[src/mide_consts.svh]
`ifndef MIDE_CONSTS_SVH
`define MIDE_CONSTS_SVH

// Opcode patterns, matched with casez
`define MIDE_NOP_WORD 16'h0000
`define MIDE_P_ADD_FILE 16'b0000_111?_????_????
`define MIDE_P_ADD_FILE_CARRY 16'b0001_000?_????_????
`define MIDE_P_XOR_FILE 16'b0000_110?_????_????
`define MIDE_P_BIT_CLR 16'b1000_1???_????_????
`define MIDE_P_BIT_SET 16'b1000_0???_????_????
`define MIDE_P_SKIP_CLR 16'b1001_1???_????_????
`define MIDE_P_SKIP_SET 16'b1001_0???_????_????
`define MIDE_P_BIT_TGL 16'b0011_1???_????_????
`define MIDE_P_SKIP_ZERO 16'b0011_0011_????_????
`define MIDE_P_ADD_LIT 16'b1011_0001_????_????
`define MIDE_P_AND_LIT 16'b1011_0101_????_????
`define MIDE_P_OR_LIT 16'b1011_0011_????_????
`define MIDE_P_XOR_LIT 16'b1011_0100_????_????
`define MIDE_P_SUB_LIT 16'b1011_0010_????_????
`define MIDE_P_MOV_LIT 16'b1011_0000_????_????
`define MIDE_P_MUL_LIT 16'b1011_1100_????_????
`define MIDE_P_BANK_LO 16'b1011_1000_????_????
`define MIDE_P_BANK_HI 16'b1011_101?_????_????
`define MIDE_P_LONG_CALL 16'b1011_0111_????_????
`define MIDE_P_RET_LIT 16'b1011_0110_????_????
`define MIDE_P_CALL 16'b111?_????_????_????
`define MIDE_P_GOTO 16'b110?_????_????_????
`define MIDE_P_RET_INT 16'h0005
`define MIDE_P_RET 16'h0002
`define MIDE_P_TBL_RD 16'b1010_10??_????_????
`define MIDE_P_TBL_WR 16'b1010_11??_????_????
`define MIDE_P_CLR_FILE 16'b0010_100?_????_????
`define MIDE_P_SET_FILE 16'b0010_101?_????_????

// Opcode fields
`define MIDE_DEST_BIT 8
`define MIDE_BSEL_HI 10
`define MIDE_BSEL_LO 8
`define MIDE_FIELD_HI 7
`define MIDE_FIELD_LO 0
`define MIDE_JUMP_HI 12
`define MIDE_LATCH_HI 7
`define MIDE_LATCH_LO 5

// Status bit positions
`define MIDE_ST_C 0
`define MIDE_ST_DC 1
`define MIDE_ST_Z 2
`define MIDE_ST_OV 3

// Register port indices
`define MIDE_REG_WORK 3'h0
`define MIDE_REG_STATUS 3'h1
`define MIDE_REG_BANK 3'h2
`define MIDE_REG_PC_LATCH 3'h3
`define MIDE_REG_PC_LOW 3'h4
`define MIDE_REG_CTRL 3'h5
`define MIDE_REG_PROD_LO 3'h6
`define MIDE_REG_PROD_HI 3'h7
`define MIDE_CTRL_TBL_INT 0

// Reset values and misc
`define MIDE_RST_BYTE 8'h00
`define MIDE_RST_NIB 4'h0
`define MIDE_RST_PC 16'h0000
`define MIDE_ALL_ONES 8'hFF
`define MIDE_PC_LOW_FADDR 8'h02
`define MIDE_TBL_RD_PC_EXTRA 2'h1

`endif

[src/mide_pkg.sv]
package mide_pkg;

  // Instruction cycle phases, Gray coded
  typedef enum logic [1:0] {
    MIDE_Q1 = 2'b00,
    MIDE_Q2 = 2'b01,
    MIDE_Q3 = 2'b11,
    MIDE_Q4 = 2'b10
  } mide_phase_e;

  // Decoded operation classes
  typedef enum logic [4:0] {
    OP_NOP, OP_ADD_FILE, OP_ADD_FILE_CARRY, OP_XOR_FILE, OP_BIT_CLR,
    OP_BIT_SET, OP_SKIP_CLR, OP_SKIP_SET, OP_BIT_TGL, OP_SKIP_ZERO,
    OP_ADD_LIT, OP_AND_LIT, OP_OR_LIT, OP_XOR_LIT, OP_SUB_LIT,
    OP_MOV_LIT, OP_MUL_LIT, OP_BANK_LO, OP_BANK_HI, OP_CALL, OP_GOTO,
    OP_LONG_CALL, OP_RET, OP_RET_INT, OP_RET_LIT, OP_TBL_RD, OP_TBL_WR,
    OP_CLR_FILE, OP_SET_FILE
  } mide_op_e;

  // Arithmetic unit functions
  typedef enum logic [2:0] {
    ALU_PASS, ALU_ADD, ALU_ADDC, ALU_SUB, ALU_AND, ALU_OR, ALU_XOR, ALU_MUL
  } mide_alu_e;

endpackage
[src/mide_alu.sv]
`timescale 1ns/1ps
`default_nettype none

module mide_alu
  import mide_pkg::*;
#(
  parameter int W = 8
) (
  // Function and operands
  input wire mide_alu_e i_op,
  input wire logic [W-1:0] i_a,
  input wire logic [W-1:0] i_b,
  input wire logic i_cin,
  // Results
  output logic [W-1:0] o_res,
  output logic o_c,
  output logic o_dc,
  output logic o_ov,
  output logic [2*W-1:0] o_prod
);

  // Adder shared by add, add with carry and reverse subtract
  always_comb begin
    logic [W:0] sum;
    logic [4:0] nib;
    logic [W-1:0] bb;
    logic ci;
    sum = '0;
    nib = '0;
    bb = (i_op == ALU_SUB) ? ~i_b : i_b;
    ci = (i_op == ALU_SUB) ? 1'b1 : ((i_op == ALU_ADDC) ? i_cin : 1'b0);
    sum = {1'b0, i_a} + {1'b0, bb} + {{W{1'b0}}, ci};
    nib = {1'b0, i_a[3:0]} + {1'b0, bb[3:0]} + {4'h0, ci};
    o_c = sum[W];
    o_dc = nib[4];
    o_ov = (i_a[W-1] == bb[W-1]) && (sum[W-1] != i_a[W-1]);
    case (i_op)
      ALU_ADD, ALU_ADDC, ALU_SUB: o_res = sum[W-1:0];
      ALU_AND: o_res = i_a & i_b;
      ALU_OR: o_res = i_a | i_b;
      ALU_XOR: o_res = i_a ^ i_b;
      default: o_res = i_b;
    endcase
  end

  // Unsigned 8 x 8 product
  assign o_prod = {{W{1'b0}}, i_a} * {{W{1'b0}}, i_b};

endmodule // mide_alu

`default_nettype wire

[src/mide_core.sv]
// The implementer's own choices: the address-and-strobe port and the placing of the registers.
`timescale 1ns/1ps
`default_nettype none
`include "mide_consts.svh"

// Operation
// - A skip discards the prefetched instruction and runs a no-op instead
// - Conditional skips take two cycles when true, else one
// - Store-select 1 writes the file only; 0 writes working and file for clear/set file, working only for add and XOR
// - Long call loads PC high from the latch, low from literal
// - Internal table write waits for interrupt event; external takes two
// - Branches take two cycles; table read into PC low takes three
// - Add working to file, result to working or file, four flags
// - Add working, carry and file into destination, four flags
// - AND literal into working register, zero flag only
// - Return from interrupt takes two cycles, clears interrupt disable
// - Literal low nibble loads bank select low nibble
// - Literal high nibble loads bank select high nibble
// - Multiply literal by working register, one cycle, flags untouched
// - XOR literal into working register, zero flag only
// - OR literal into working register, zero flag only
// - Literal minus working into working, four flags
// - Return in two cycles loading literal into working register
// - XOR working with file into destination, zero flag only
// - Test file bit, skip next when clear
// - Test file bit, skip next when set

module mide_core
  import mide_pkg::*;
#(
  parameter int STACK_DEPTH = 16
) (
  // Clock and reset
  input wire logic i_clk,
  input wire logic i_rst_b,
  // Program memory
  output logic [15:0] o_pc,
  input wire logic [15:0] i_instr,
  // File register memory
  output logic [7:0] o_f_addr,
  input wire logic [7:0] i_f_rdata,
  output logic [7:0] o_f_wdata,
  output logic o_f_we,
  output logic [7:0] o_bank_select,
  // Interrupt handshake
  input wire logic i_int_taken,
  input wire logic i_int_event,
  output logic o_global_int_disable,
  // Register port
  input wire logic [2:0] i_reg_addr,
  input wire logic [7:0] i_reg_wdata,
  input wire logic i_reg_wr,
  input wire logic i_reg_rd,
  output logic [7:0] o_reg_rdata
);

  localparam int SPW = $clog2(STACK_DEPTH);

  mide_phase_e q_r;
  logic [15:0] exec_r, pc_r;
  logic [7:0] w_r, bank_r, pc_latch_r, f_addr_r, opnd_r, res_r, rdata_r;
  logic [7:0] f_wdata_r;
  logic [3:0] status_r;
  logic [15:0] prod_r;
  logic c_r, dc_r, ov_r, skip_r, f_we_r, gid_r, twait_r, tbl_int_r;
  logic [1:0] extra_r;
  logic [15:0] stack_r [STACK_DEPTH];
  logic [SPW-1:0] sp_r;

  mide_op_e op_w;
  mide_alu_e alu_op_w;
  logic [7:0] alu_a_w, alu_res_w, res_w, mask_w;
  logic [15:0] prod_w;
  logic alu_c_w, alu_dc_w, alu_ov_w;
  logic lit_w, skip_w, wr_w_w, wr_f_w, arith_w, zonly_w, hold_w, at_q4;
  logic dest_f_w;

  // Opcode to operation class
  function automatic mide_op_e mide_decode(input logic [15:0] ins);
    casez (ins)
      `MIDE_P_RET_INT: mide_decode = OP_RET_INT;
      `MIDE_P_RET: mide_decode = OP_RET;
      `MIDE_P_ADD_FILE: mide_decode = OP_ADD_FILE;
      `MIDE_P_ADD_FILE_CARRY: mide_decode = OP_ADD_FILE_CARRY;
      `MIDE_P_XOR_FILE: mide_decode = OP_XOR_FILE;
      `MIDE_P_BIT_CLR: mide_decode = OP_BIT_CLR;
      `MIDE_P_BIT_SET: mide_decode = OP_BIT_SET;
      `MIDE_P_SKIP_CLR: mide_decode = OP_SKIP_CLR;
      `MIDE_P_SKIP_SET: mide_decode = OP_SKIP_SET;
      `MIDE_P_BIT_TGL: mide_decode = OP_BIT_TGL;
      `MIDE_P_SKIP_ZERO: mide_decode = OP_SKIP_ZERO;
      `MIDE_P_ADD_LIT: mide_decode = OP_ADD_LIT;
      `MIDE_P_AND_LIT: mide_decode = OP_AND_LIT;
      `MIDE_P_OR_LIT: mide_decode = OP_OR_LIT;
      `MIDE_P_XOR_LIT: mide_decode = OP_XOR_LIT;
      `MIDE_P_SUB_LIT: mide_decode = OP_SUB_LIT;
      `MIDE_P_MOV_LIT: mide_decode = OP_MOV_LIT;
      `MIDE_P_MUL_LIT: mide_decode = OP_MUL_LIT;
      `MIDE_P_BANK_LO: mide_decode = OP_BANK_LO;
      `MIDE_P_BANK_HI: mide_decode = OP_BANK_HI;
      `MIDE_P_LONG_CALL: mide_decode = OP_LONG_CALL;
      `MIDE_P_RET_LIT: mide_decode = OP_RET_LIT;
      `MIDE_P_CALL: mide_decode = OP_CALL;
      `MIDE_P_GOTO: mide_decode = OP_GOTO;
      `MIDE_P_TBL_RD: mide_decode = OP_TBL_RD;
      `MIDE_P_TBL_WR: mide_decode = OP_TBL_WR;
      `MIDE_P_CLR_FILE: mide_decode = OP_CLR_FILE;
      `MIDE_P_SET_FILE: mide_decode = OP_SET_FILE;
      default: mide_decode = OP_NOP;
    endcase
  endfunction

  // One-hot mask for a bit number
  function automatic logic [7:0] mide_bit_mask(input logic [2:0] b);
    mide_bit_mask = 8'h01 << b;
  endfunction

  // Decode of the executing instruction
  always_comb begin
    op_w = mide_decode(exec_r);
    mask_w = mide_bit_mask(exec_r[`MIDE_BSEL_HI:`MIDE_BSEL_LO]);
    dest_f_w = exec_r[`MIDE_DEST_BIT];
    lit_w = op_w inside {OP_ADD_LIT, OP_AND_LIT, OP_OR_LIT, OP_XOR_LIT,
                         OP_SUB_LIT, OP_MOV_LIT, OP_MUL_LIT, OP_BANK_LO,
                         OP_BANK_HI, OP_RET_LIT, OP_LONG_CALL};
    arith_w = op_w inside {OP_ADD_FILE, OP_ADD_FILE_CARRY, OP_ADD_LIT,
                           OP_SUB_LIT};
    zonly_w = op_w inside {OP_XOR_FILE, OP_AND_LIT, OP_OR_LIT, OP_XOR_LIT};
    hold_w = (extra_r != 2'h0) || twait_r;
    at_q4 = (q_r == MIDE_Q4);
  end

  // Destination select
  always_comb begin
    case (op_w)
      OP_ADD_FILE, OP_ADD_FILE_CARRY, OP_XOR_FILE: begin
        wr_w_w = !dest_f_w;
        wr_f_w = dest_f_w;
      end
      OP_CLR_FILE, OP_SET_FILE: begin
        wr_w_w = !dest_f_w;
        wr_f_w = 1'b1;
      end
      OP_BIT_CLR, OP_BIT_SET, OP_BIT_TGL: begin
        wr_w_w = 1'b0;
        wr_f_w = 1'b1;
      end
      OP_ADD_LIT, OP_AND_LIT, OP_OR_LIT, OP_XOR_LIT, OP_SUB_LIT,
      OP_MOV_LIT, OP_RET_LIT: begin
        wr_w_w = 1'b1;
        wr_f_w = 1'b0;
      end
      default: begin
        wr_w_w = 1'b0;
        wr_f_w = 1'b0;
      end
    endcase
  end

  // Arithmetic function select
  always_comb begin
    case (op_w)
      OP_ADD_FILE, OP_ADD_LIT: alu_op_w = ALU_ADD;
      OP_ADD_FILE_CARRY: alu_op_w = ALU_ADDC;
      OP_SUB_LIT: alu_op_w = ALU_SUB;
      OP_AND_LIT: alu_op_w = ALU_AND;
      OP_OR_LIT: alu_op_w = ALU_OR;
      OP_XOR_FILE, OP_XOR_LIT: alu_op_w = ALU_XOR;
      OP_MUL_LIT: alu_op_w = ALU_MUL;
      default: alu_op_w = ALU_PASS;
    endcase
    alu_a_w = (alu_op_w == ALU_SUB) ? opnd_r : w_r;
  end

  mide_alu #(.W(8)) u_alu (
    .i_op(alu_op_w),
    .i_a(alu_a_w),
    .i_b((alu_op_w == ALU_SUB) ? w_r : opnd_r),
    .i_cin(status_r[`MIDE_ST_C]),
    .o_res(alu_res_w),
    .o_c(alu_c_w),
    .o_dc(alu_dc_w),
    .o_ov(alu_ov_w),
    .o_prod(prod_w)
  );

  // Result and skip condition
  always_comb begin
    case (op_w)
      OP_BIT_CLR: res_w = opnd_r & ~mask_w;
      OP_BIT_SET: res_w = opnd_r | mask_w;
      OP_BIT_TGL: res_w = opnd_r ^ mask_w;
      OP_CLR_FILE: res_w = `MIDE_RST_BYTE;
      OP_SET_FILE: res_w = `MIDE_ALL_ONES;
      default: res_w = alu_res_w;
    endcase
    case (op_w)
      OP_SKIP_CLR: skip_w = (opnd_r & mask_w) == 8'h00;
      OP_SKIP_SET: skip_w = (opnd_r & mask_w) != 8'h00;
      OP_SKIP_ZERO: skip_w = (opnd_r == 8'h00);
      default: skip_w = 1'b0;
    endcase
  end

  // Phase sequencer
  always_ff @(posedge i_clk) begin
    if (!i_rst_b) begin
      q_r <= MIDE_Q1;
    end else begin
      case (q_r)
        MIDE_Q1: q_r <= MIDE_Q2;
        MIDE_Q2: q_r <= MIDE_Q3;
        MIDE_Q3: q_r <= MIDE_Q4;
        MIDE_Q4: q_r <= MIDE_Q1;
        default: q_r <= MIDE_Q1;
      endcase
    end
  end

  // Decode phase addresses the file, read phase takes the operand
  always_ff @(posedge i_clk) begin
    if (!i_rst_b) begin
      f_addr_r <= `MIDE_RST_BYTE;
      opnd_r <= `MIDE_RST_BYTE;
    end else if (q_r == MIDE_Q1) begin
      f_addr_r <= exec_r[`MIDE_FIELD_HI:`MIDE_FIELD_LO];
    end else if (q_r == MIDE_Q2) begin
      opnd_r <= lit_w ? exec_r[`MIDE_FIELD_HI:`MIDE_FIELD_LO] : i_f_rdata;
    end
  end

  // Process phase latches result, flags and skip
  always_ff @(posedge i_clk) begin
    if (!i_rst_b) begin
      res_r <= `MIDE_RST_BYTE;
      f_wdata_r <= `MIDE_RST_BYTE;
      {c_r, dc_r, ov_r, skip_r} <= `MIDE_RST_NIB;
      f_we_r <= 1'b0;
    end else begin
      f_we_r <= (q_r == MIDE_Q3) && wr_f_w;
      if (q_r == MIDE_Q3) begin
        res_r <= res_w;
        f_wdata_r <= res_w;
        {c_r, dc_r, ov_r} <= {alu_c_w, alu_dc_w, alu_ov_w};
        skip_r <= skip_w;
      end
    end
  end

  // Write phase: working register, or software write when idle
  always_ff @(posedge i_clk) begin
    if (!i_rst_b) begin
      w_r <= `MIDE_RST_BYTE;
    end else if (at_q4 && wr_w_w) begin
      w_r <= res_r;
    end else if (i_reg_wr && i_reg_addr == `MIDE_REG_WORK) begin
      w_r <= i_reg_wdata;
    end
  end

  // Write phase: status flags
  always_ff @(posedge i_clk) begin
    if (!i_rst_b) begin
      status_r <= `MIDE_RST_NIB;
    end else if (at_q4 && arith_w) begin
      status_r[`MIDE_ST_C] <= c_r;
      status_r[`MIDE_ST_DC] <= dc_r;
      status_r[`MIDE_ST_OV] <= ov_r;
      status_r[`MIDE_ST_Z] <= (res_r == 8'h00);
    end else if (at_q4 && zonly_w) begin
      status_r[`MIDE_ST_Z] <= (res_r == 8'h00);
    end
  end

  // Write phase: bank select and product
  always_ff @(posedge i_clk) begin
    if (!i_rst_b) begin
      bank_r <= `MIDE_RST_BYTE;
      prod_r <= `MIDE_RST_PC;
    end else if (at_q4) begin
      if (op_w == OP_BANK_LO) begin
        bank_r[3:0] <= opnd_r[3:0];
      end
      if (op_w == OP_BANK_HI) begin
        bank_r[7:4] <= opnd_r[7:4];
      end
      if (op_w == OP_MUL_LIT) begin
        prod_r <= prod_w;
      end
    end
  end

  // Interrupt disable: a taken interrupt wins over the clear
  always_ff @(posedge i_clk) begin
    if (!i_rst_b) begin
      gid_r <= 1'b0;
    end else if (i_int_taken) begin
      gid_r <= 1'b1;
    end else if (at_q4 && op_w == OP_RET_INT) begin
      gid_r <= 1'b0;
    end
  end

  // Table stall state: extra no-op cycles and interrupt wait
  always_ff @(posedge i_clk) begin
    if (!i_rst_b) begin
      extra_r <= 2'h0;
      twait_r <= 1'b0;
    end else begin
      if (at_q4 && hold_w && extra_r != 2'h0) begin
        extra_r <= extra_r - 2'h1;
      end else if (at_q4 && !hold_w && op_w == OP_TBL_RD &&
                   f_addr_r == `MIDE_PC_LOW_FADDR) begin
        extra_r <= `MIDE_TBL_RD_PC_EXTRA;
      end
      if (at_q4 && !hold_w && op_w == OP_TBL_WR && tbl_int_r) begin
        twait_r <= 1'b1;
      end else if (i_int_event) begin
        twait_r <= 1'b0;
      end
    end
  end

  // Fetch, program counter and call stack
  always_ff @(posedge i_clk) begin
    if (!i_rst_b) begin
      exec_r <= `MIDE_NOP_WORD;
      pc_r <= `MIDE_RST_PC;
      sp_r <= '0;
    end else if (at_q4) begin
      exec_r <= `MIDE_NOP_WORD;
      if (hold_w) begin
        pc_r <= pc_r;
      end else if (skip_r) begin
        pc_r <= pc_r + 16'h0001;
      end else begin
        case (op_w)
          OP_GOTO: pc_r <= {pc_latch_r[`MIDE_LATCH_HI:`MIDE_LATCH_LO],
                            exec_r[`MIDE_JUMP_HI:0]};
          OP_CALL: begin
            stack_r[sp_r] <= pc_r;
            sp_r <= sp_r + 1'b1;
            pc_r <= {pc_latch_r[`MIDE_LATCH_HI:`MIDE_LATCH_LO],
                     exec_r[`MIDE_JUMP_HI:0]};
          end
          OP_LONG_CALL: begin
            stack_r[sp_r] <= pc_r;
            sp_r <= sp_r + 1'b1;
            pc_r <= {pc_latch_r, exec_r[`MIDE_FIELD_HI:`MIDE_FIELD_LO]};
          end
          OP_RET, OP_RET_INT, OP_RET_LIT: begin
            sp_r <= sp_r - 1'b1;
            pc_r <= stack_r[sp_r - 1'b1];
          end
          OP_TBL_RD, OP_TBL_WR: pc_r <= pc_r;
          default: begin
            exec_r <= i_instr;
            pc_r <= pc_r + 16'h0001;
          end
        endcase
      end
    end
  end

  // Software registers: latch and control
  always_ff @(posedge i_clk) begin
    if (!i_rst_b) begin
      pc_latch_r <= `MIDE_RST_BYTE;
      tbl_int_r <= 1'b0;
    end else if (i_reg_wr) begin
      if (i_reg_addr == `MIDE_REG_PC_LATCH) begin
        pc_latch_r <= i_reg_wdata;
      end
      if (i_reg_addr == `MIDE_REG_CTRL) begin
        tbl_int_r <= i_reg_wdata[`MIDE_CTRL_TBL_INT];
      end
    end
  end

  // Read data, valid only in the cycle after the strobe
  always_ff @(posedge i_clk) begin
    if (!i_rst_b || !i_reg_rd) begin
      rdata_r <= `MIDE_RST_BYTE;
    end else begin
      case (i_reg_addr)
        `MIDE_REG_WORK: rdata_r <= w_r;
        `MIDE_REG_STATUS: rdata_r <= {4'h0, status_r};
        `MIDE_REG_BANK: rdata_r <= bank_r;
        `MIDE_REG_PC_LATCH: rdata_r <= pc_latch_r;
        `MIDE_REG_PC_LOW: rdata_r <= pc_r[7:0];
        `MIDE_REG_CTRL: rdata_r <= {7'h00, tbl_int_r};
        `MIDE_REG_PROD_LO: rdata_r <= prod_r[7:0];
        `MIDE_REG_PROD_HI: rdata_r <= prod_r[15:8];
        default: rdata_r <= `MIDE_RST_BYTE;
      endcase
    end
  end

  // Outputs straight from flip-flops
  assign o_pc = pc_r;
  assign o_f_addr = f_addr_r;
  assign o_f_wdata = f_wdata_r;
  assign o_f_we = f_we_r;
  assign o_bank_select = bank_r;
  assign o_global_int_disable = gid_r;
  assign o_reg_rdata = rdata_r;
endmodule // mide_core

`default_nettype wire

[config.mk]
export PLATFORM = sky130hd
export DESIGN_NAME = mide_core
export DESIGN_NICKNAME = d
export VERILOG_FILES = /design/src/mide_pkg.sv /design/src/mide_alu.sv /design/src/mide_core.sv
export VERILOG_INCLUDE_DIRS = /design/src
export SDC_FILE = /design/constraint.sdc
export NUM_CORES = 1
export LEC_CHECK = 0
export BUFFER_PORTS_ARGS = -buffer_cell sky130_fd_sc_hd__buf_2
export CORE_ASPECT_RATIO = 1.4
export CORE_MARGIN = 2
export CORE_UTILIZATION = 25
export DETAILED_ROUTE_END_ITERATION = 10
export PLACE_DENSITY = 0.53
export SETUP_SLACK_MARGIN = 0.02
export SLEW_MARGIN = 20
export SYNTH_ARGS = -nofsm -noshare
export SYNTH_HDL_FRONTEND = slang
export SYNTH_SLANG_ARGS = --single-unit
[constraint.sdc]
create_clock -name i_clk -period 7.3 [get_ports i_clk]
set_clock_uncertainty 0.1 [all_clocks]
set_input_delay 0.365 -clock i_clk [delete_from_list [all_inputs] [get_ports i_clk]]
set_output_delay 0.365 -clock i_clk [all_outputs]
set_load 0.02 [all_outputs]
=== Yosys cells after proc, flatten, opt, wreduce, memory -nomap -nowiden ===
Memory sizes are Yosys's and may differ from the RTL's.
Index checks and enable logic that the tools add are counted.

* Add/subtract/negate cells: 8
* Multiply operators: 1
* Equality and inequality tests: 76
* Shifts and indexed selects: 1
* Muxes and demuxes: 43
* Bitwise gates (word level): 13
* Reductions and logical operators: 54

{| class="wikitable"
|+ Operators by type and width
! operator !! number
|-
| case mux 5 bit (28 select lines) || 1
|-
| == test 5 bit, second input constant || 17
|-
| == test 8 bit, second input constant || 10
|-
| 2-to-1 mux 16 bit || 5
|-
| case mux 16 bit (4 select lines) || 1
|-
| case mux 8 bit (8 select lines) || 1
|-
| 2-to-1 mux 8 bit || 6
|-
| == test 5 x 4 -> 1 bit, second input constant || 8
|-
| case mux 8 bit (5 select lines) || 1
|-
| case mux 8 bit (4 select lines) || 1
|-
| == test 3 bit, second input constant || 9
|-
| == test 5 x 3 -> 1 bit, second input constant || 5
|-
| AND 8 bit || 3
|-
| zero test 8 bit || 3
|-
| 2-to-1 mux 1 bit || 20
|-
| adder 16 x 1 -> 16 bit, second input constant || 1
|-
| == test 16 x 2 -> 1 bit, second input constant || 1
|-
| == test 16 x 3 -> 1 bit, second input constant || 1
|-
| multiplier 8 x 8 -> 16 bit || 1
|-
| NOT 8 bit || 2
|-
| OR 8 bit || 2
|-
| XOR 8 bit || 2
|-
| == test 7 x 3 -> 1 bit, second input constant || 2
|-
| == test 7 x 5 -> 1 bit, second input constant || 2
|-
| 46 further kinds || 91
|}

* Register bits: 124
* Bits in writable memories: 256
* Bits in read-only memories: 96
* Input port bits: 41
* Output and inout port bits: 50
* Logic and storage cells: 222
* Memories: 2

{| class="wikitable"
|+ Memory list
! memory !! depth !! bits a word !! read ports !! clocked after memory_dff !! write ports !! line !! RTL
|-
| stack_r || 16 || 16 || 1 || 0 || 1 || mide_core.sv:67 || <nowiki>logic [15:0] stack_r [STACK_DEPTH];</nowiki>
|-
| (name not given) || 32 || 3 || 1 || 0 || 0 || mide_core.sv:162 || <nowiki>case (op_w)</nowiki>
|}

=== Longest topological paths before layout ===
Gate-level depths: netlist of run 1.
An unclocked memory read counts as a cell.

* Depth in word-level cells: 11
* Gate-level depth with buffers: 33
* Gate-level depth less buffers: 30

=== Hierarchy ===
Synthesis of run 1 repeated with hierarchy kept, for this count alone.

* Cells, all modules: 1713
* Area total of the unflattened synthesis: 20588.5 µm²

{| class="wikitable"
|+ Modules (own cells, without submodules)
! module !! instances !! cells an instance !! area each (µm²) !! seq. area each (µm²)
|-
| mide_core || 1 || 1329 || 17578.1 || 10169.8
|-
| mide_alu || 1 || 384 || 3010.4 || 0.0
|}

=== Worst setup path before layout of run 1 ===
No wires, ideal clock.

* Path type: register -> register
* Start point: register exec_r[8]
* End point: register prod_r[14]
* Library setup time: 0.116 ns
* Arrival: 6.767 ns
* Required time: 7.084 ns
* Slack: 0.317 ns
* Stages on the path, launching flop included: 30
* Buffers on the path: 3
* Period minus slack after synthesis: 6.983 ns
* Cells stage by stage: dfxtp_1 nor2b_1 a41o_1 a22o_1 or4_1 buf_2 ha_1 clkbuf_1 mux2i_1 o221ai_1 nand3_1 buf_4 mux2i_1 inv_1 nand2_1 fa_1 fa_1 inv_1 fa_1 inv_1 fa_1 inv_1 ha_1 a21oi_1 nand2b_1 a21oi_1 o31a_1 o41ai_1 mux2i_1 a31o_2

* Cells in the longest elaborated chain, start to end: 6
* Elaborated cells on any way between the ends: 21
* Classes of those cells: mul (1); eq/ne (15); mux (3); reduce/logical (1); memory (1)

{| class="wikitable"
|+ RTL lines
! what !! line !! RTL
|-
| from (decl) || mide_core.sv:60 || <nowiki>logic [15:0] exec_r, pc_r;</nowiki>
|-
| from (signal assigned) || mide_core.sv:327 || <nowiki>exec_r <= `MIDE_NOP_WORD;</nowiki>
|-
| from (signal assigned) || mide_core.sv:331 || <nowiki>exec_r <= `MIDE_NOP_WORD;</nowiki>
|-
| from (signal assigned) || mide_core.sv:357 || <nowiki>exec_r <= i_instr;</nowiki>
|-
| == test 16 x 2 -> 1 bit (tied with other cells) || mide_core.sv:80 || <nowiki>casez (ins)</nowiki>
|-
| case mux 5 bit (28 select lines) (*) || mide_core.sv:80 ||
|-
| memory read (32 x 3 bit) || -- ||
|-
| == test 3 x 2 -> 1 bit || mide_core.sv:172, mide_core.sv:178 ||
|-
| 2-to-1 mux 8 bit (on tied branches) || mide_core.sv:172, mide_core.sv:178 ||
|-
| multiplier 8 x 8 -> 16 bit || mide_alu.sv:47 || <nowiki>assign o_prod = {{W{1'b0}}, i_a} * {{W{1'b0}}, i_b};</nowiki>
|-
| to (signal assigned) || mide_core.sv:279 || <nowiki>prod_r <= `MIDE_RST_PC;</nowiki>
|-
| to (signal assigned) || mide_core.sv:288 || <nowiki>prod_r <= prod_w;</nowiki>
|-
| to (decl) || mide_core.sv:64 || <nowiki>logic [15:0] prod_r;</nowiki>
|}

Mark *: on every way between the ends. The rest lies on a longest branch, timed or not.
A chain may end at the register's enable or synchronous reset.

=== Final worst setup path of run 1 ===
* Start point: register exec_r[14]
* End point: register prod_r[14]

* Cells in the longest elaborated chain, start to end: 6
* Elaborated cells on any way between the ends: 36
* Classes of those cells: mul (1); eq/ne (30); mux (3); reduce/logical (1); memory (1)

{| class="wikitable"
|+ RTL lines
! what !! line
|-
| == test 16 x 2 -> 1 bit (tied with other cells) || mide_core.sv:80
|-
| case mux 5 bit (28 select lines) (*) || mide_core.sv:80
|-
| memory read (32 x 3 bit) || --
|-
| == test 3 x 2 -> 1 bit || mide_core.sv:172, mide_core.sv:178
|-
| 2-to-1 mux 8 bit (on tied branches) || mide_core.sv:172, mide_core.sv:178
|-
| multiplier 8 x 8 -> 16 bit || mide_alu.sv:47
|}

Marks and branches as above.

==> impl_metrics.toml, run 1 <==
[synth]
seq_area_frac_synth_pct = 50.7
avgSynthCellArea_um2 = 11.5
synth.cell_area_um2 = 20100
ys_types = 79
yosys_warnings = 0
synth-compound-area-share_pct = 11.2
synth_xor_xnor_area_share_pct = 0.961
synthAdderAreaFrac_pct = 9.66
synth.largest_area_cell = "edfxtp_1"
synth-seq-cells = 380
synth_top_family_by_area = "simple AND/OR/NAND/NOR gates"
yosysTopAreaCellShare_pct = 38.3
ys_async_sr_fraction_pct = 0
synth_nets = 1918
synth_edf_count = 256
syn-instance-count = 1745
yosys.area_share.simple_pct = 11.7
yosysMostFrequentCell = "edfxtp_1"
synthTopCellsByCount = "edfxtp_1, nor2_1, nand2_1"
synthMuxAreaShare_pct = 11.6
synthTopCellsByArea = "edfxtp_1, dfxtp_1, mux4_2"
synthFlopType = "edfxtp_1"

[sta]
final_max_slew_viol_count = 0
period_needed_ns = 7.16
hold_ws_ns = 0.0663
finalCritPeriodShare_pct = 98.1
fin_tns_setup_ns = 0
relSlewSlack_pct = 24.0
hold_viol_final = 0
tightest_slew_ns = 1.13
max_freq_mhz = 140
rsz0062_at_grt = "yes"
final-setup-viol-count = 0
setup_slack_ns = 0.137

[layout]
postLayoutCoreUtil_pct = 31.1
fillers = 7951
area_delta_synth_final_pct = 23.0
nets = 2137
drive_above_1_share_pct = 23.1
final_cells = 3046
stdcell_area_um2 = 24700

[placement]
gp_congestion = 0.903
pre_cts_ws_ns = -0.0852
place_hpwl_um = 47700
place_area_um2 = 22600
dp_cells = 2930
io_buffers = 90

[run_status]
status = "complete, no violations"

[setup_path]
required_ns = 7.66
cp_max_fo = 8
start_kind = "register"
crit_path_end_kind = "register"
cpPeakStageDelay_ns = 0.51
worstRegToRegCells = 33
arrival_ns = 7.53
setup.worst_path.class = "register to register"
cpMaxStageDelayCell = "fa_1"
crit_path_frequent_cell = "buf_4"

[detailed_routing]
drc_errors = 0
vias = 14800
wirelength_um = 65200
avgViaCountPerCell = 4.85
drt_iter0_drc = 971
final_antenna_net_count = 0
wl_per_cell_um = 21.4
first_pass_iters = 5

[grt]
grt_max_degree = 55
grt_pass1_wl_um = 96800
grt_pass1_vias = 15100
grt-ovfl-total = 0
track_usage_pct = 15.5
antenna_found_initial = 3

[worst_hold_path]
hold_class = "input port to register"
hold_depth = 3

[clocking]
cts_buffers = 39
clk_latency_ns = 0.59
cts_max_path_buffers = 3
cts-htree-levels = 2
cts.clk_slew.worst_paths_ns = 0.06
clock_sinks = 380
clockRootBuffer = "clkbuf_16"
cts_tree = "built"

[power_and_ir_drop]
p_total_mw = 4.72
p_leak_nw = 9.09
ir_worst_vdd_v = 0.000138
p_per_area_nw_per_um2 = 192

[floorplan]
boundaryPins = 91
start_util_pct = 25.3
die_area_um2 = 82500
design.core.area_um2 = 79200
rows = 122
dieWidth_um = 243
die_y_um = 339

[job]
maxCapViolations = 0
-- logic make-up after synthesis --
group / Yosys count
XOR/XNOR: 22
buffers and inverters: 217
flip-flops: 380
multiplexers: 146
AND/OR/NAND/NOR: 506
adder cells (fa/ha/maj): 132
AO/OA/AOI/OAI: 342
-- worst paths after layout --
check                           slack, ns         start    endpoint
worst max-delay path                 0.14    exec_r[14]  prod_r[14]
worst max register to register       0.14    exec_r[14]  prod_r[14]
worst min-delay path                 0.07  i_f_rdata[4]   opnd_r[4]
worst min register to register       0.36     prod_r[6]   prod_r[6]
-- sequential cells by signal, indices dropped and copies added, names as in the netlist, 2 cells and up --
signal         count
sp_r               4
opnd_r             8
o_pc              16
q_r                2
prod_r            16
o_f_addr           8
exec_r            16
stack_r          256
status_r           4
o_f_wdata          8
extra_r            2
w_r                8
o_reg_rdata        8
o_bank_select      8
pc_latch_r         8
-- worst max-delay path, delay by kind of cell (launching register included) --
kind / cells / cell delay (ns)
AOI/OAI and AO/OA: 8 / 1.51
adders and majority gates: 6 / 2.26
buffers and inverters: 10 / 1.33
DFF: 1 / 0.37
muxes: 2 / 0.39
and+or+nand+nor: 7 / 1.06
-- power by group --
part	internal, mW	total [mW]	switching (mW)
Clock	1.15	2.04	0.888
Combinational	0.145	0.377	0.232
Sequential	2.29	2.31	0.0250
Total	3.58	4.72	1.15
-- routing by layer --
layer	GRT usage, %	share of wire [%]	vias to the layer above
li1	-	-	6857
met3	2.28	4.4	139
met4	6.88	4.6	0
met5	0	0	-
met1	17.4	38	7385
met2	28.8	53	407
-- cell type report --
cell class                      count  area [um^2]  share of cell area, %
Inverter                          129          490                   1.99
Sequential cell                   380        10200                   41.4
Clock inverter                     16          209                  0.847
Timing Repair Buffer              266         1930                   7.84
Clock buffer                       52         1070                   4.32
Multi-Input combinational cell   1148         9440                   38.3
Tap cell                         1054         1320                   5.35
Antenna cell                        1         2.50                 0.0101
-- placed cells by master (no fill, tap or decap), drive strengths merged, types with 12 or more instances in the layout --
master,instances
edfxtp,256
buf,239
nor2,178
nand2,151
inv,129
dfxtp,124
ha,94
a21oi,91
o21ai,84
mux2i,72
mux4,67
clkbuf,53
fa,38
nor3,30
a22oi,28
nand3,27
dlygate4sd3,26
nand2b,21
a211oi,20
xnor2,15
a32oi,13
nor4,13
clkinv,13
and3,12
or2,12
-- what timing repair did --
action	in CTS	in global routing
pin swaps	0	21
hold endpoints to repair	26	0
cloned	0	1
gates resized for setup	7	71
hold buffers	26	0
setup buffers	0	20
setup endpoints to repair	3	6
(Power assumes the default switching activity.)
==> run 2, diff against run 1 <==
Settings changed: CORE_UTILIZATION 25 to 55, PLACE_DENSITY 0.53 to 0.87.
==> impl_metrics.toml, run 2 (synthesis results as in run 1) <==
[layout]
largest_reg_flops = 256
drive_above_1_share_pct = 21.2
area_delta_synth_final_pct = 16.5
final_cells = 2422
final_common_cell = "edfxtp_1"
layout_common_cells = "edfxtp_1, nor2_1, nand2_1"
fillers = 2601
top_register = "stack_r"
postLayoutCoreUtil_pct = 65.1
nets = 2105

[sta]
final_max_slew_viol_count = 0
hold_viol_final = 0
period_needed_ns = 7.06
tightest_slew_ns = 1.11
finalCritPeriodShare_pct = 96.7
max_freq_mhz = 142
relSlewSlack_pct = 25.2
final-setup-viol-count = 0
fin_tns_setup_ns = 0

[setup_path]
crit_start = "exec_r[1]"
crit_path_end_kind = "register"
cpMaxStageDelayCell = "fa_1"
setup.worst_path.class = "register to register"
arrival_ns = 7.43
rr_endpoint = "prod_r[13]"
r2r-start = "exec_r[1]"
cpPeakStageDelay_ns = 0.52
worstRegToRegCells = 30
required_ns = 7.68
rrSetupSlack_ns = 0.24
endpoint = "prod_r[13]"
start_kind = "register"
cp_max_fo = 7

[placement]
place_hpwl_um = 40300
gp_congestion = 1.04
dp_cells = 2322
io_buffers = 90

[floorplan]
die_y_um = 230
rows = 82
dieWidth_um = 165
die_area_um2 = 38000
design.core.area_um2 = 35900
start_util_pct = 55.9
boundaryPins = 91

[clocking]
clk_latency_ns = 0.55
cts_buffers = 37
clock_sinks = 380
cts-htree-levels = 2
cts_max_path_buffers = 3
clockRootBuffer = "clkbuf_16"
cts.clk_slew.worst_paths_ns = 0.06
cts_tree = "built"

[detailed_routing]
drt_iter0_drc = 1845
avgViaCountPerCell = 6.38
vias = 15500
wl_per_cell_um = 24.4
wirelength_um = 59000
drc_errors = 0
first_pass_iters = 6
final_antenna_net_count = 0

[run_status]
status = "complete, no violations"

[worst_hold_path]
hold_class = "input port to register"

[power_and_ir_drop]
ir_worst_vdd_v = 0.000219
p_per_area_nw_per_um2 = 196
p_leak_nw = 8.86

[grt]
track_usage_pct = 31.4
grt_max_degree = 54
grt_pass1_vias = 15500
grt_pass1_wl_um = 89400
antenna_found_initial = 1
grt-ovfl-total = 0

[job]
maxCapViolations = 0
-- run 2: worst max-delay path, delay by kind of cell (launching register included) --
kind	cells	cell delay, ns
XOR/XNOR	1	0.14
adder cells (fa/ha/maj)	5	2.28
flip-flops	1	0.50
multiplexers	1	0.24
buffers and inverters	8	0.89
AND/OR/NAND/NOR	6	1.15
AO/OA/AOI/OAI	9	1.68
-- run 2: how the worst min path moves through the flow --
stage / start / to / slack [ns] / cells after the start
5_1_grt: i_reg_wdata[0] / pc_latch_r[0] / 0.02 / 3
3_3_place_gp: prod_r[9] / prod_r[9] / 0.34 / 2
3_5_place_dp: prod_r[0] / prod_r[0] / 0.35 / 2
2_1_floorplan: prod_r[10] / prod_r[10] / 0.33 / 2
4_1_cts: i_reg_wdata[6] / pc_latch_r[6] / 0.002 / 3
6_report: i_reg_wdata[0] / pc_latch_r[0] / 0.008 / 3
-- run 2: what timing repair did --
action,4_1_cts,5_1_grt
cloned,0,0
setup buffers,2,11
gates resized for setup,5,43
endpoints found under the hold margin,20,0
hold buffers,20,0
pin swaps,1,15
setup endpoints to repair,2,6
-- run 2: layout make-up --
| class | instances | area (um^2) | share of cell area [%] |
|---|---|---|---|
| repair buffers | 236 | 1630 | 6.99 |
| well taps | 462 | 578 | 2.47 |
| clock inverters | 22 | 234 | 1.00 |
| inverters | 129 | 484 | 2.07 |
| clock buffers | 43 | 958 | 4.10 |
| multi-input cells | 1148 | 9290 | 39.8 |
| diodes | 2 | 5.00 | 0.0214 |
| flip-flops and latches | 380 | 10200 | 43.6 |
-- run 2: power breakdown --
part           switching [mW]  internal [mW]
logic                   0.220          0.132
registers              0.0257           2.29
clock network           0.836           1.09
total                    1.08           3.51
-- run 2: routing by layer --
| layer | global-route usage (%) | vias to the layer above | share of wire, % |
|---|---|---|---|
| met5 | 0 | - | 0 |
| met2 | 53.6 | 862 | 50 |
| met3 | 6.04 | 283 | 7.8 |
| li1 | - | 6774 | - |
| met4 | 22.0 | 0 | 8.1 |
| met1 | 35.0 | 7533 | 34 |
-- run 2: stage by stage --
stage	area, um^2	hold WS [ns]	setup slack (ns)	power (mW)
floorplan	20100	0.328	0.317	2.54
global placement	21700	0.337	0.112	2.67
detailed placement	21700	0.348	-0.0770	2.67
CTS	23100	0.00166	0.0843	4.58
global route	23400	0.0189	-0.126	4.70
finish	23400	0.00752	0.241	4.59
